$ cat src/ssld_pkg_note_unused.sv
// intentionally empty

$ cat src/ssld_pkg.sv
// package of constants and types for the serial shift latch driver
package ssld_pkg;
    localparam int unsigned SSLD_STAGES = 12;
    localparam int unsigned SSLD_PINS   = 5;

    // bit positions of the pin group passed through the input filter
    localparam int unsigned SSLD_PIN_SHIFT_CLK = 0;
    localparam int unsigned SSLD_PIN_LATCH_CLK = 1;
    localparam int unsigned SSLD_PIN_DATA      = 2;
    localparam int unsigned SSLD_PIN_CLEAR_N   = 3;
    localparam int unsigned SSLD_PIN_OE_N      = 4;

    // idle pin levels: clear released, outputs disabled, clocks low
    localparam logic [SSLD_PINS-1:0] SSLD_PIN_RST = 5'h18;

    localparam logic [SSLD_STAGES-1:0] SSLD_REG_RST  = 12'h000;
    localparam logic                   SSLD_CASC_RST = 1'h0;

    typedef logic [SSLD_STAGES-1:0] ssld_word_t;

    typedef struct packed {
        ssld_word_t shift_q;
        ssld_word_t store_q;
        ssld_word_t buf_q;
        logic       cascade_q;
        logic       sclk_prev_q;
        logic       lclk_prev_q;
    } ssld_state_s;
endpackage

$ cat src/ssld_sync.sv
// three-stage synchroniser with agreement filter for a group of pins
`timescale 1ns/1ps
module ssld_sync
    import ssld_pkg::*;
#(
    parameter int unsigned         W   = SSLD_PINS,
    parameter logic [W-1:0]        RST = SSLD_PIN_RST
) (
    // clock and reset
    input  wire logic         clk_i,
    input  wire logic         rst_i,
    // raw pins and filtered levels
    input  wire logic [W-1:0] pin_i,
    output logic      [W-1:0] level_o
);
    typedef struct packed {
        logic [W-1:0] s1_q;
        logic [W-1:0] s2_q;
        logic [W-1:0] s3_q;
        logic [W-1:0] lvl_q;
    } ssld_sync_s;

    ssld_sync_s st_q;
    ssld_sync_s st_d;

    always_comb begin
        st_d      = st_q;
        st_d.s1_q = pin_i;
        st_d.s2_q = st_q.s1_q;
        st_d.s3_q = st_q.s2_q;
        // a change counts only once stages two and three agree
        for (int i = 0; i < W; i++) begin
            if (st_q.s2_q[i] == st_q.s3_q[i]) begin
                st_d.lvl_q[i] = st_q.s3_q[i];
            end
        end
    end

    always_ff @(posedge clk_i) begin
        if (rst_i) begin
            st_q <= '{s1_q: RST, s2_q: RST, s3_q: RST, lvl_q: RST};
        end else begin
            st_q <= st_d;
        end
    end

    assign level_o = st_q.lvl_q;
endmodule

$ cat src/ssld_top.sv
// serial shift latch driver: shift register, storage register, sink channels
// Notes on behaviour
// RULE_01: each rising shift clock edge loads the serial input into stage zero
// RULE_02: twelve stages; the last stage feeds the cascade output
// RULE_03: cascade output changes on the falling shift clock edge only; the code also forces it to zero while clear is low
// RULE_04: rising latch clock copies all shift stages into the storage register
// RULE_05: clear low forces shift, storage and output buffer to zero
// RULE_06: storage reaches the output buffer only while clear is high
// RULE_07: output enable low makes each sink follow its storage bit
// RULE_08: output enable high turns all twelve sinks off
// RULE_09: twelve separate open-drain sink channels, zero to eleven
// RULE_10: host chains cascade output to next input, sharing the shift clock
// RULE_11: a sink conducts when its buffer bit is one, else off
// RULE_12: each shift moves every stage up; first bit ends in stage eleven
// RULE_13: clear acts without waiting for a clock and holds until released
`timescale 1ns/1ps
module ssld_top
    import ssld_pkg::*;
#(
    parameter int unsigned N = SSLD_STAGES
) (
    // clock and reset
    input  wire logic         clk_i,
    input  wire logic         rst_i,
    // serial side pins
    input  wire logic         shift_clock_i,
    input  wire logic         latch_clock_i,
    input  wire logic         shift_data_in_i,
    input  wire logic         clear_n_i,
    input  wire logic         output_enable_n_i,
    output logic              cascade_data_out_o,
    // open-drain sink channels, enable high while pulling low
    output logic      [N-1:0] sink_channel_o,
    output logic      [N-1:0] sink_channel_oe_o
);
    logic [SSLD_PINS-1:0] lvl;
    logic                 sclk;
    logic                 lclk;
    logic                 din;
    logic                 clr_n;
    logic                 oe_n;
    logic                 sclk_rise;
    logic                 sclk_fall;
    logic                 lclk_rise;

    ssld_state_s st_q;
    ssld_state_s st_d;

    // rising transition of a filtered level against its value one cycle earlier
    function automatic logic edge_of(input logic now_v, input logic was_v);
        return now_v & ~was_v;
    endfunction

    ssld_sync #(
        .W   (SSLD_PINS),
        .RST (SSLD_PIN_RST)
    ) u_sync (
        .clk_i   (clk_i),
        .rst_i   (rst_i),
        .pin_i   ({output_enable_n_i, clear_n_i, shift_data_in_i,
                   latch_clock_i, shift_clock_i}),
        .level_o (lvl)
    );

    assign sclk  = lvl[SSLD_PIN_SHIFT_CLK];
    assign lclk  = lvl[SSLD_PIN_LATCH_CLK];
    assign din   = lvl[SSLD_PIN_DATA];
    assign clr_n = lvl[SSLD_PIN_CLEAR_N];
    assign oe_n  = lvl[SSLD_PIN_OE_N];

    // data and clock take the same filter path, so their skew is preserved
    assign sclk_rise = edge_of(sclk, st_q.sclk_prev_q);
    assign sclk_fall = edge_of(st_q.sclk_prev_q, sclk);
    assign lclk_rise = edge_of(lclk, st_q.lclk_prev_q);

    always_comb begin
        st_d             = st_q;
        st_d.sclk_prev_q = sclk;
        st_d.lclk_prev_q = lclk;
        if (!clr_n) begin
            // clear overrides both clocks and holds for as long as it is low
            st_d.shift_q   = SSLD_REG_RST;                              // [RULE_05] [RULE_13]
            st_d.store_q   = SSLD_REG_RST;                              // [RULE_05]
            st_d.buf_q     = SSLD_REG_RST;                              // [RULE_05]
            st_d.cascade_q = SSLD_CASC_RST;
        end else begin
            if (sclk_rise) begin
                st_d.shift_q = {st_q.shift_q[N-2:0], din};              // [RULE_01] [RULE_12]
            end
            if (sclk_fall) begin
                // half a shift period of hold for the next device in the chain
                st_d.cascade_q = st_q.shift_q[N-1];                     // [RULE_02] [RULE_03]
            end
            if (lclk_rise) begin
                st_d.store_q = st_q.shift_q;                            // [RULE_04]
            end
            st_d.buf_q = oe_n ? SSLD_REG_RST : st_q.store_q;            // [RULE_06] [RULE_07] [RULE_08]
        end
    end

    always_ff @(posedge clk_i) begin
        if (rst_i) begin
            st_q <= '{shift_q: SSLD_REG_RST, store_q: SSLD_REG_RST, buf_q: SSLD_REG_RST,
                      cascade_q: SSLD_CASC_RST, sclk_prev_q: 1'h0, lclk_prev_q: 1'h0};
        end else begin
            st_q <= st_d;
        end
    end

    assign cascade_data_out_o = st_q.cascade_q;
    // the pins only ever pull low; a set buffer bit turns the sink on
    assign sink_channel_o     = '0;                                     // [RULE_09]
    assign sink_channel_oe_o  = st_q.buf_q;                             // [RULE_11]
endmodule

$ cat config.mk
export PLATFORM = sky130hd
export DESIGN_NAME = ssld_top
export DESIGN_NICKNAME = d
export VERILOG_FILES = /design/src/ssld_pkg_note_unused.sv /design/src/ssld_pkg.sv /design/src/ssld_sync.sv /design/src/ssld_top.sv
export SDC_FILE = /design/constraint.sdc
export NUM_CORES = 1
export LEC_CHECK = 0
export BUFFER_PORTS_ARGS = -buffer_cell sky130_fd_sc_hd__buf_2
export CAP_MARGIN = 10
export CORE_UTILIZATION = 49
export DETAILED_ROUTE_END_ITERATION = 10
export PLACE_DENSITY = 0.77
export RECOVER_POWER = 50
export SKIP_CTS_REPAIR_TIMING = 1
export SYNTH_ARGS = -nofsm -noshare
export SYNTH_HDL_FRONTEND = slang
export SYNTH_HIERARCHICAL = 1
export SYNTH_SLANG_ARGS = --single-unit
$ cat constraint.sdc
create_clock -name clk_i -period 1 [get_ports clk_i]
set_input_delay 0.15 -clock clk_i [delete_from_list [all_inputs] [get_ports clk_i]]
set_output_delay 0.15 -clock clk_i [all_outputs]
set_load 0.05 [all_outputs]
==> results of run 1 <==
metrics by stage:
| step | power (W) | setup WS, ns | TNS [ns] |
|---|---|---|---|
| after floorplan | 0.00263 | 0.0111 | 0 |
| after global routing | 0.00566 | -0.0160 | -0.0160 |
| after CTS | 0.00553 | -0.0994 | -0.690 |
| after global placement | 0.00260 | 0.0939 | 0 |
| final | 0.00547 | 0.0117 | 0 |
| after detailed placement | 0.00261 | 0.0687 | 0 |
synthesized netlist by cell type:
cell type / count
a21oi_1: 29
buf_2: 5
mux2i_1: 1
buf_4: 30
nor2_4: 1
nand2b_4: 1
nor2_1: 3
nand2_1: 51
and2b_1: 2
o21bai_1: 2
nand2b_1: 2
buf_6: 4
nor2b_1: 12
or2_1: 6
conb_1: 1
dfxtp_1: 59
o21ai_0: 3
and2_1: 12
metal layers:
layer	global-route usage	vias up	wire length (um)
li1	-	690	-
met1	0.154	580	1240
met2	0.219	36	1220
met3	0.0912	7	193
met4	0.0798	0	38
met5	0	-	0
power by group:
part           internal, W  total (W)  switching, W
logic            0.0000340   0.000171      0.000137
registers          0.00238    0.00238    0.00000872
clock network      0.00204    0.00292      0.000873
final cells by class:
type,count,area (sq um)
repair buffers,29,284
clock buffers,12,155
multi-input cells,137,668
well taps,50,62.6
clock inverters,4,120
flip-flops and latches,59,1200
fillers,332,1570
placed cells by master (no fill, tap or decap):
| cell type | count |
|---|---|
| conb_1 | 12 |
| a21oi_1 | 29 |
| o21bai_1 | 2 |
| dlygate4sd3_1 | 2 |
| and2_1 | 12 |
| dfxtp_2 | 14 |
| mux2i_1 | 1 |
| buf_12 | 2 |
| nand2b_1 | 2 |
| buf_2 | 5 |
| nand2b_2 | 1 |
| bufinv_16 | 4 |
| or2_1 | 6 |
| dfxtp_1 | 45 |
| nor2_1 | 3 |
| nor2b_1 | 12 |
| clkbuf_1 | 3 |
| buf_6 | 11 |
| o21ai_0 | 3 |
| and2b_1 | 2 |
| clkbuf_8 | 11 |
| buf_4 | 5 |
| buf_8 | 2 |
| nand2_1 | 51 |
| nor2_4 | 1 |
sequential cells by signal, indices dropped and copies added, names as in the netlist:
| signal | count |
|---|---|
| u_sync/st_q | 5 |
| cascade_data_out_o | 1 |
| u_sync/st_d | 10 |
| st_q | 26 |
| u_sync/level_o | 5 |
| sink_channel_oe_o | 12 |
cells by family after synthesis:
logic type	synth area share
other cells	0.00178
flops	0.560
simple gates	0.210
buf+inv	0.140
mux	0.00475
compound gates	0.0831
worst max-delay path by stage:
stage | from | to
after floorplan | u_sync/level_o[3] | sink_channel_oe_o[10]
after CTS | cascade_data_out_o | cascade_data_out_o
after global placement | u_sync/level_o[0] | st_q[27]
after global routing | cascade_data_out_o | cascade_data_out_o
final | cascade_data_out_o | cascade_data_out_o
after detailed placement | u_sync/level_o[1] | st_q[17]
==> flow_metrics.env, run 1 <==
export IMPL_yosys_warnings=6
export IMPL_fmax_mhz=1010
export IMPL_syn_inst=224
export IMPL_cp_start_kind="flip-flop"
export IMPL_grt_pass1_vias=1141
export IMPL_drcViolationCount=0
export IMPL_crit_buf_inv=1
export IMPL_grt_setup_unrepaired="true"
export IMPL_dieArea_sq_um=4570
export IMPL_yosys_cell_types_count=18
export IMPL_arrival_ns=0.84
export IMPL_cp_required_ns=0.85
export IMPL_post_route_util=0.613
export IMPL_antenna_found_initial=0
export IMPL_port_buffers=19
export IMPL_dp_hpwl_um=1640
export IMPL_start_util=0.520
export IMPL_whs_ns=0.0339
export IMPL_grt_max_degree=26
export IMPL_path_class="reg -> out"
export IMPL_cp_max_fo=2
export IMPL_clk_pin_slew_ns=0.06
export IMPL_synth_seq_cells=59
export IMPL_avgRoutedWirePerCell_um=9.26
export IMPL_finalMaxSlewViolations=0
export IMPL_ant_nets=0
export IMPL_worst_pin_slew_ns=0.768
export IMPL_coreArea_sq_um=4060
export IMPL_place_congestion=0.737
export IMPL_io_pins=32
export IMPL_clockBufferDepth=2
export IMPL_htree_levels=3
export IMPL_power_density_nw_per_um2=2200
export IMPL_synth_top_area_frac=0.560
export IMPL_layout_drive_gt1_share=0.232
export IMPL_timing_rr_start="u_sync/level_o[3]"
export IMPL_dpl_cell_area_sq_um=2100
export IMPL_critical_path_top_delay_family="flip-flops"
export IMPL_avgSynthCellArea_sq_um=9.41
export IMPL_grt_pass1_wl_um=4640
export IMPL_yosysSeqAreaShare=0.560
export IMPL_fin_crit_sh=0.988
export IMPL_yosys_area_top_type="dfxtp_1"
export IMPL_path_cells="buf_8"
export IMPL_end_kind="primary output"
export IMPL_vias=1313
export IMPL_grt_overflow_total=0
export IMPL_clk_latency_ns=0.33
export IMPL_dpl_cell_count=273
export IMPL_setup_violations_final=0
export IMPL_drv_cap=0
export IMPL_wl_um=2690
export IMPL_fin_area_sq_um=2490
export IMPL_hold_class="in -> reg"
export IMPL_cpPeakStageDelay_ns=0.36
export IMPL_dieWidth_um=67.6
export IMPL_regToRegEndpoint="cascade_data_out_o"
export IMPL_final_cells=291
export IMPL_hold_path_startpoint="shift_clock_i"
export IMPL_syn2layout_area_growth_pct=18.0
export IMPL_clock_skew_ns=0.00485
export IMPL_slew_headroom=0.488
export IMPL_drtIter0Drc=59
export IMPL_leakagePower_nw=0.971
export IMPL_drt_pass1_iter_count=4
export IMPL_vdd_drop_max_uv=1490
export IMPL_finalHoldViolations=0
export IMPL_track_usage=0.145
export IMPL_slowest_stage="dfxtp_2"
export IMPL_syn_area_sq_um=2110
export IMPL_cts_buffers=9
export IMPL_synthTopCellsByArea="dfxtp_1, buf_4, nand2_1"
export IMPL_cp_num_cells=1
export IMPL_dieHeight_um=67.6
export IMPL_min_path_cells=2
export IMPL_antenna_cells=0
export IMPL_r2r_slack_ns=0.10
export IMPL_finalNetCount=243
export IMPL_timing_final_crit_period_ns=0.988
export IMPL_vias_per_cell=4.51
export IMPL_cts_tree="done"
export IMPL_cts_sinks=59
export IMPL_cts_root_buf="clkbuf_8"
export IMPL_reg2reg_depth=3
export IMPL_rows=23
export IMPL_outcome="complete, no violations"
export IMPL_holdPathEnd="u_sync/st_d[10]"
(Power assumes the default switching activity.)
==> run 2: changes to the inputs <==
--- a/config.mk
+++ b/config.mk
@@ -7,12 +7,15 @@
 export LEC_CHECK = 0
 export BUFFER_PORTS_ARGS = -buffer_cell sky130_fd_sc_hd__buf_2
 export CAP_MARGIN = 10
-export CORE_UTILIZATION = 49
+export CORE_UTILIZATION = 52
+export CTS_BUF_LIST = sky130_fd_sc_hd__clkbuf_4 sky130_fd_sc_hd__clkbuf_8
+export CTS_CLUSTER_DIAMETER = 80
 export DETAILED_ROUTE_END_ITERATION = 10
-export PLACE_DENSITY = 0.77
+export PLACE_DENSITY = 0.81
 export RECOVER_POWER = 50
 export SKIP_CTS_REPAIR_TIMING = 1
 export SYNTH_ARGS = -nofsm -noshare
 export SYNTH_HDL_FRONTEND = slang
 export SYNTH_HIERARCHICAL = 1
 export SYNTH_SLANG_ARGS = --single-unit
+export TNS_END_PERCENT = 10
==> flow_metrics.env, run 2 (synthesized netlist as in run 1, its figures left out) <==
export IMPL_slowest_stage="dfxtp_1"
export IMPL_dieWidth_um=65.7
export IMPL_grt_pass1_vias=1106
export IMPL_dieArea_sq_um=4310
export IMPL_dpl_cell_count=271
export IMPL_crit_buf_inv=1
export IMPL_timing_final_crit_period_ns=0.980
export IMPL_port_buffers=19
export IMPL_vias=1309
export IMPL_slew_headroom=0.510
export IMPL_path_class="reg -> out"
export IMPL_grt_overflow_total=0
export IMPL_cts_buffers=9
export IMPL_ant_nets=0
export IMPL_path_cells="buf_6"
export IMPL_vias_per_cell=4.53
export IMPL_clockBufferDepth=2
export IMPL_final_common_cell="dfxtp_1"
export IMPL_dp_hpwl_um=1720
export IMPL_fin_area_sq_um=2420
export IMPL_start_util=0.559
export IMPL_mostFrequentLayoutCells="dfxtp_1, nand2_1, a21oi_1"
export IMPL_drv_cap=0
export IMPL_setup_violations_final=0
export IMPL_grt_setup_unrepaired="true"
export IMPL_vdd_drop_max_uv=1200
export IMPL_cpPeakStageDelay_ns=0.34
export IMPL_fin_crit_sh=0.980
export IMPL_io_pins=32
export IMPL_finalNetCount=243
export IMPL_cts_root_buf="clkbuf_8"
export IMPL_syn2layout_area_growth_pct=14.8
export IMPL_worst_pin_slew_ns=0.734
export IMPL_grt_max_degree=26
export IMPL_wl_um=2840
export IMPL_finalHoldViolations=0
export IMPL_place_congestion=0.696
export IMPL_clock_skew_ns=0.00585
export IMPL_drtIter0Drc=55
export IMPL_layout_drive_gt1_share=0.199
export IMPL_leakagePower_nw=0.946
export IMPL_regMostFlops="st_q"
export IMPL_dpl_cell_area_sq_um=2090
export IMPL_cts_sinks=59
export IMPL_tns_ns=0
export IMPL_clk_pin_slew_ns=0.06
export IMPL_coreArea_sq_um=3770
export IMPL_clk_latency_ns=0.33
export IMPL_end_kind="primary output"
export IMPL_fin_ws_ns=0.0201
export IMPL_whs_ns=0.0260
export IMPL_fmax_mhz=1020
export IMPL_place_ws_ns=0.00722
export IMPL_outcome="complete, no violations"
export IMPL_critical_path_top_delay_family="flip-flops"
export IMPL_cts_tree="done"
export IMPL_antenna_cells=0
export IMPL_largest_reg_flops=26
export IMPL_drcViolationCount=0
export IMPL_drt_pass1_iter_count=4
export IMPL_grt_pass1_wl_um=4630
export IMPL_avgRoutedWirePerCell_um=9.81
export IMPL_hold_class="in -> reg"
export IMPL_rows=22
export IMPL_cp_start_kind="flip-flop"
export IMPL_antenna_found_initial=0
export IMPL_cp_required_ns=0.85
export IMPL_dieHeight_um=65.7
export IMPL_cp_max_fo=1
export IMPL_final_cells=289
export IMPL_arrival_ns=0.83
export IMPL_htree_levels=3
export IMPL_finalMaxSlewViolations=0
export IMPL_power_density_nw_per_um2=2050
export IMPL_track_usage=0.152
-- run 2: final cells by class --
cell class | count | area, sq um
timing repair buffer | 29 | 273
multi-input combinational | 137 | 672
tap | 48 | 60.1
sequential | 59 | 1190
clock inverter | 5 | 75.1
fill | 320 | 1350
clock buffer | 11 | 151
-- run 2: metrics by stage --
stage | utilization | total power, W
finish | 0.642 | 0.00496
global placement | 0.555 | 0.00260
floorplan | - | 0.00263
global route | 0.642 | 0.00515
detailed placement | 0.555 | 0.00260
CTS | 0.615 | 0.00503
-- run 2: worst register-to-register path: stages (launching register included) --
cell and delay [ns]:
dfxtp_4 0.36, and2b_1 0.17, buf_4 0.16, nand2_1 0.08, a21oi_1 0.06
-- run 2: final timing paths --
check	slack [ns]	endpoint	cells after the start	startpoint
worst min register to register	0.40	u_sync/st_d[9]	1	u_sync/st_d[14]
worst min-delay path	0.03	u_sync/st_d[11]	2	latch_clock_i
worst max-delay path	0.02	sink_channel_oe_o[6]	1	sink_channel_oe_o[6]
worst max register to register	0.05	st_q[32]	4	u_sync/level_o[0]
-- run 2: power breakdown --
group / leakage (nW) / total [W] / switching (W) / internal [W]
registers: 0.480 / 0.00238 / 0.00000879 / 0.00237
logic: 0.346 / 0.000170 / 0.000136 / 0.0000340
clock network: 0.119 / 0.00241 / 0.000888 / 0.00152
total: 0.946 / 0.00496 / 0.00103 / 0.00393
-- run 2: per-layer routing --
layer	wire [um]	global-route usage	vias up
met5	0	0	-
met2	1270	0.216	36
met1	1330	0.171	579
met3	150	0.0729	8
met4	93	0.122	0
li1	-	-	686
==> run 3: changes to the inputs <==
--- a/config.mk
+++ b/config.mk
@@ -7,12 +7,11 @@
 export LEC_CHECK = 0
 export BUFFER_PORTS_ARGS = -buffer_cell sky130_fd_sc_hd__buf_2
 export CAP_MARGIN = 10
-export CORE_UTILIZATION = 52
+export CORE_UTILIZATION = 58
 export CTS_BUF_LIST = sky130_fd_sc_hd__clkbuf_4 sky130_fd_sc_hd__clkbuf_8
 export CTS_CLUSTER_DIAMETER = 80
 export DETAILED_ROUTE_END_ITERATION = 10
-export PLACE_DENSITY = 0.81
-export RECOVER_POWER = 50
+export PLACE_DENSITY = 0.85
 export SKIP_CTS_REPAIR_TIMING = 1
 export SYNTH_ARGS = -nofsm -noshare
 export SYNTH_HDL_FRONTEND = slang
==> constraint.sdc (replaced) <==
create_clock -name clk_i -period 0.95 [get_ports clk_i]
set_input_delay 0.1425 -clock clk_i [delete_from_list [all_inputs] [get_ports clk_i]]
set_output_delay 0.1425 -clock clk_i [all_outputs]
set_load 0.05 [all_outputs]
==> flow_metrics.env, run 3 (synthesized netlist as in run 1, its figures left out) <==
export IMPL_ant_nets=0
export IMPL_port_buffers=19
export IMPL_dp_hpwl_um=2000
export IMPL_outcome="complete, but fails checks"
export IMPL_syn2layout_area_growth_pct=15.2
export IMPL_whs_ns=0.0873
export IMPL_arrival_ns=0.89
export IMPL_end_kind="primary output"
export IMPL_dieArea_sq_um=3880
export IMPL_finalHoldViolations=0
export IMPL_clockPowerShare=0.354
export IMPL_track_usage=0.178
export IMPL_cp_max_fo=1
export IMPL_coreArea_sq_um=3420
export IMPL_drt_pass1_iter_count=4
export IMPL_p_seq_frac=0.598
export IMPL_final_cells=293
export IMPL_fin_crit_sh=1.09
export IMPL_vias=1349
export IMPL_crit_buf_inv=1
export IMPL_cts_sinks=59
export IMPL_fin_ws_ns=-0.0836
export IMPL_finalPower_w=0.00419
export IMPL_dpl_cell_count=272
export IMPL_fmax_mhz=968
export IMPL_grt_pass1_wl_um=5090
export IMPL_p_int_w=0.00311
export IMPL_grt_max_degree=26
export IMPL_final_common_cell="nand2_1"
export IMPL_cts_root_buf="clkbuf_4"
export IMPL_p_sw_frac=0.257
export IMPL_slowest_stage="dfxtp_2"
export IMPL_cp_start_kind="flip-flop"
export IMPL_clock_skew_ns=0.0115
export IMPL_hold_class="in -> reg"
export IMPL_start_util=0.617
export IMPL_timing_final_crit_period_ns=1.03
export IMPL_avgRoutedWirePerCell_um=10.6
export IMPL_place_ws_ns=0.0404
export IMPL_setup_violations_final=13
export IMPL_rows=21
export IMPL_nFillCells=244
export IMPL_antenna_cells=0
export IMPL_dieWidth_um=62.3
export IMPL_seq_area_sq_um=1200
export IMPL_io_pins=32
export IMPL_grt_pass1_vias=1244
export IMPL_layout_drive_gt1_share=0.304
export IMPL_vias_per_cell=4.60
export IMPL_drtIter0Drc=80
export IMPL_cts_buffers=9
export IMPL_clk_pin_slew_ns=0.11
export IMPL_drcViolationCount=0
export IMPL_regMostFlops="st_q"
export IMPL_htree_levels=3
export IMPL_antenna_found_initial=0
export IMPL_dieHeight_um=62.3
export IMPL_place_congestion=0.783
export IMPL_mostFrequentLayoutCells="nand2_1, dfxtp_1, a21oi_1"
export IMPL_critical_path_top_delay_family="flip-flops"
export IMPL_wl_um=3110
export IMPL_power_density_nw_per_um2=1730
export IMPL_grt_overflow_total=0
export IMPL_drv_cap=0
export IMPL_leakagePower_nw=0.935
export IMPL_path_cells="buf_6"
export IMPL_netSwitchingPower_w=0.00108
export IMPL_combPwrFrac=0.048
export IMPL_multi_input_area_sq_um=711
export IMPL_clockBufferDepth=2
export IMPL_cts_tree="done"
export IMPL_grt_setup_unrepaired="true"
export IMPL_path_class="reg -> out"
export IMPL_largest_reg_flops=26
export IMPL_violations="setup timing"
export IMPL_finalMaxSlewViolations=0
export IMPL_finalNetCount=249
export IMPL_vdd_drop_max_uv=1670
export IMPL_clk_latency_ns=0.40
export IMPL_cpPeakStageDelay_ns=0.34
export IMPL_cp_required_ns=0.81
[run 3: cell types whose count changed in the layout (fill, tap and decap cells not counted), moves of 2 or more]
cell           change
buf_4              +2
dlygate4sd3_1      +3
clkbuf_4          +10
a21oi_1            -9
bufinv_16          -2
clkinvlp_4         +3
dfxtp_1           -13
dfxtp_2           +14
clkbuf_1           -2
a21oi_2            +9
clkbuf_8          -11
[run 3: power groups by stage]
stage | logic [W] | registers [W] | clock network, W
after floorplan | 0.000204 | 0.00256 | 0
after global placement | 0.000179 | 0.00256 | 0
after detailed placement | 0.000182 | 0.00257 | 0
after CTS | 0.000181 | 0.00251 | 0.00153
after global routing | 0.000215 | 0.00251 | 0.00168
final | 0.000203 | 0.00251 | 0.00148
[run 3: metal layers]
metal  wire (um)  track usage  up-vias
li1            -            -      698
met2        1540        0.284       38
met1        1330        0.176      606
met3         178        0.112        7
met5           0            0        -
met4          50       0.0959        0
[run 3: final cells by class]
type,count,share of cell area
sequential,59,0.495
multi-input combinational,137,0.293
timing repair buffer,35,0.141
clock buffer,10,0.0309
tap,46,0.0237
clock inverter,6,0.0170
[run 3: stage by stage]
stage | util | setup TNS, ns | cell area, sq um
global route | 0.711 | -2.20 | 2430
finish | 0.711 | -0.959 | 2430
detailed placement | 0.619 | 0 | 2120
floorplan | - | -0.114 | 2160
global placement | 0.619 | 0 | 2120
CTS | 0.653 | -2.39 | 2230
[run 3: final timing paths]
kind	from	endpoint	depth (start not counted)	slack, ns
hold reg to reg	u_sync/st_d[13]	u_sync/st_d[8]	1	0.41
setup reg to reg	st_q[0]	st_q[25]	4	0.03
hold / removal	rst_i	u_sync/st_d[8]	3	0.09
setup / recovery	sink_channel_oe_o[5]	sink_channel_oe_o[5]	1	-0.08
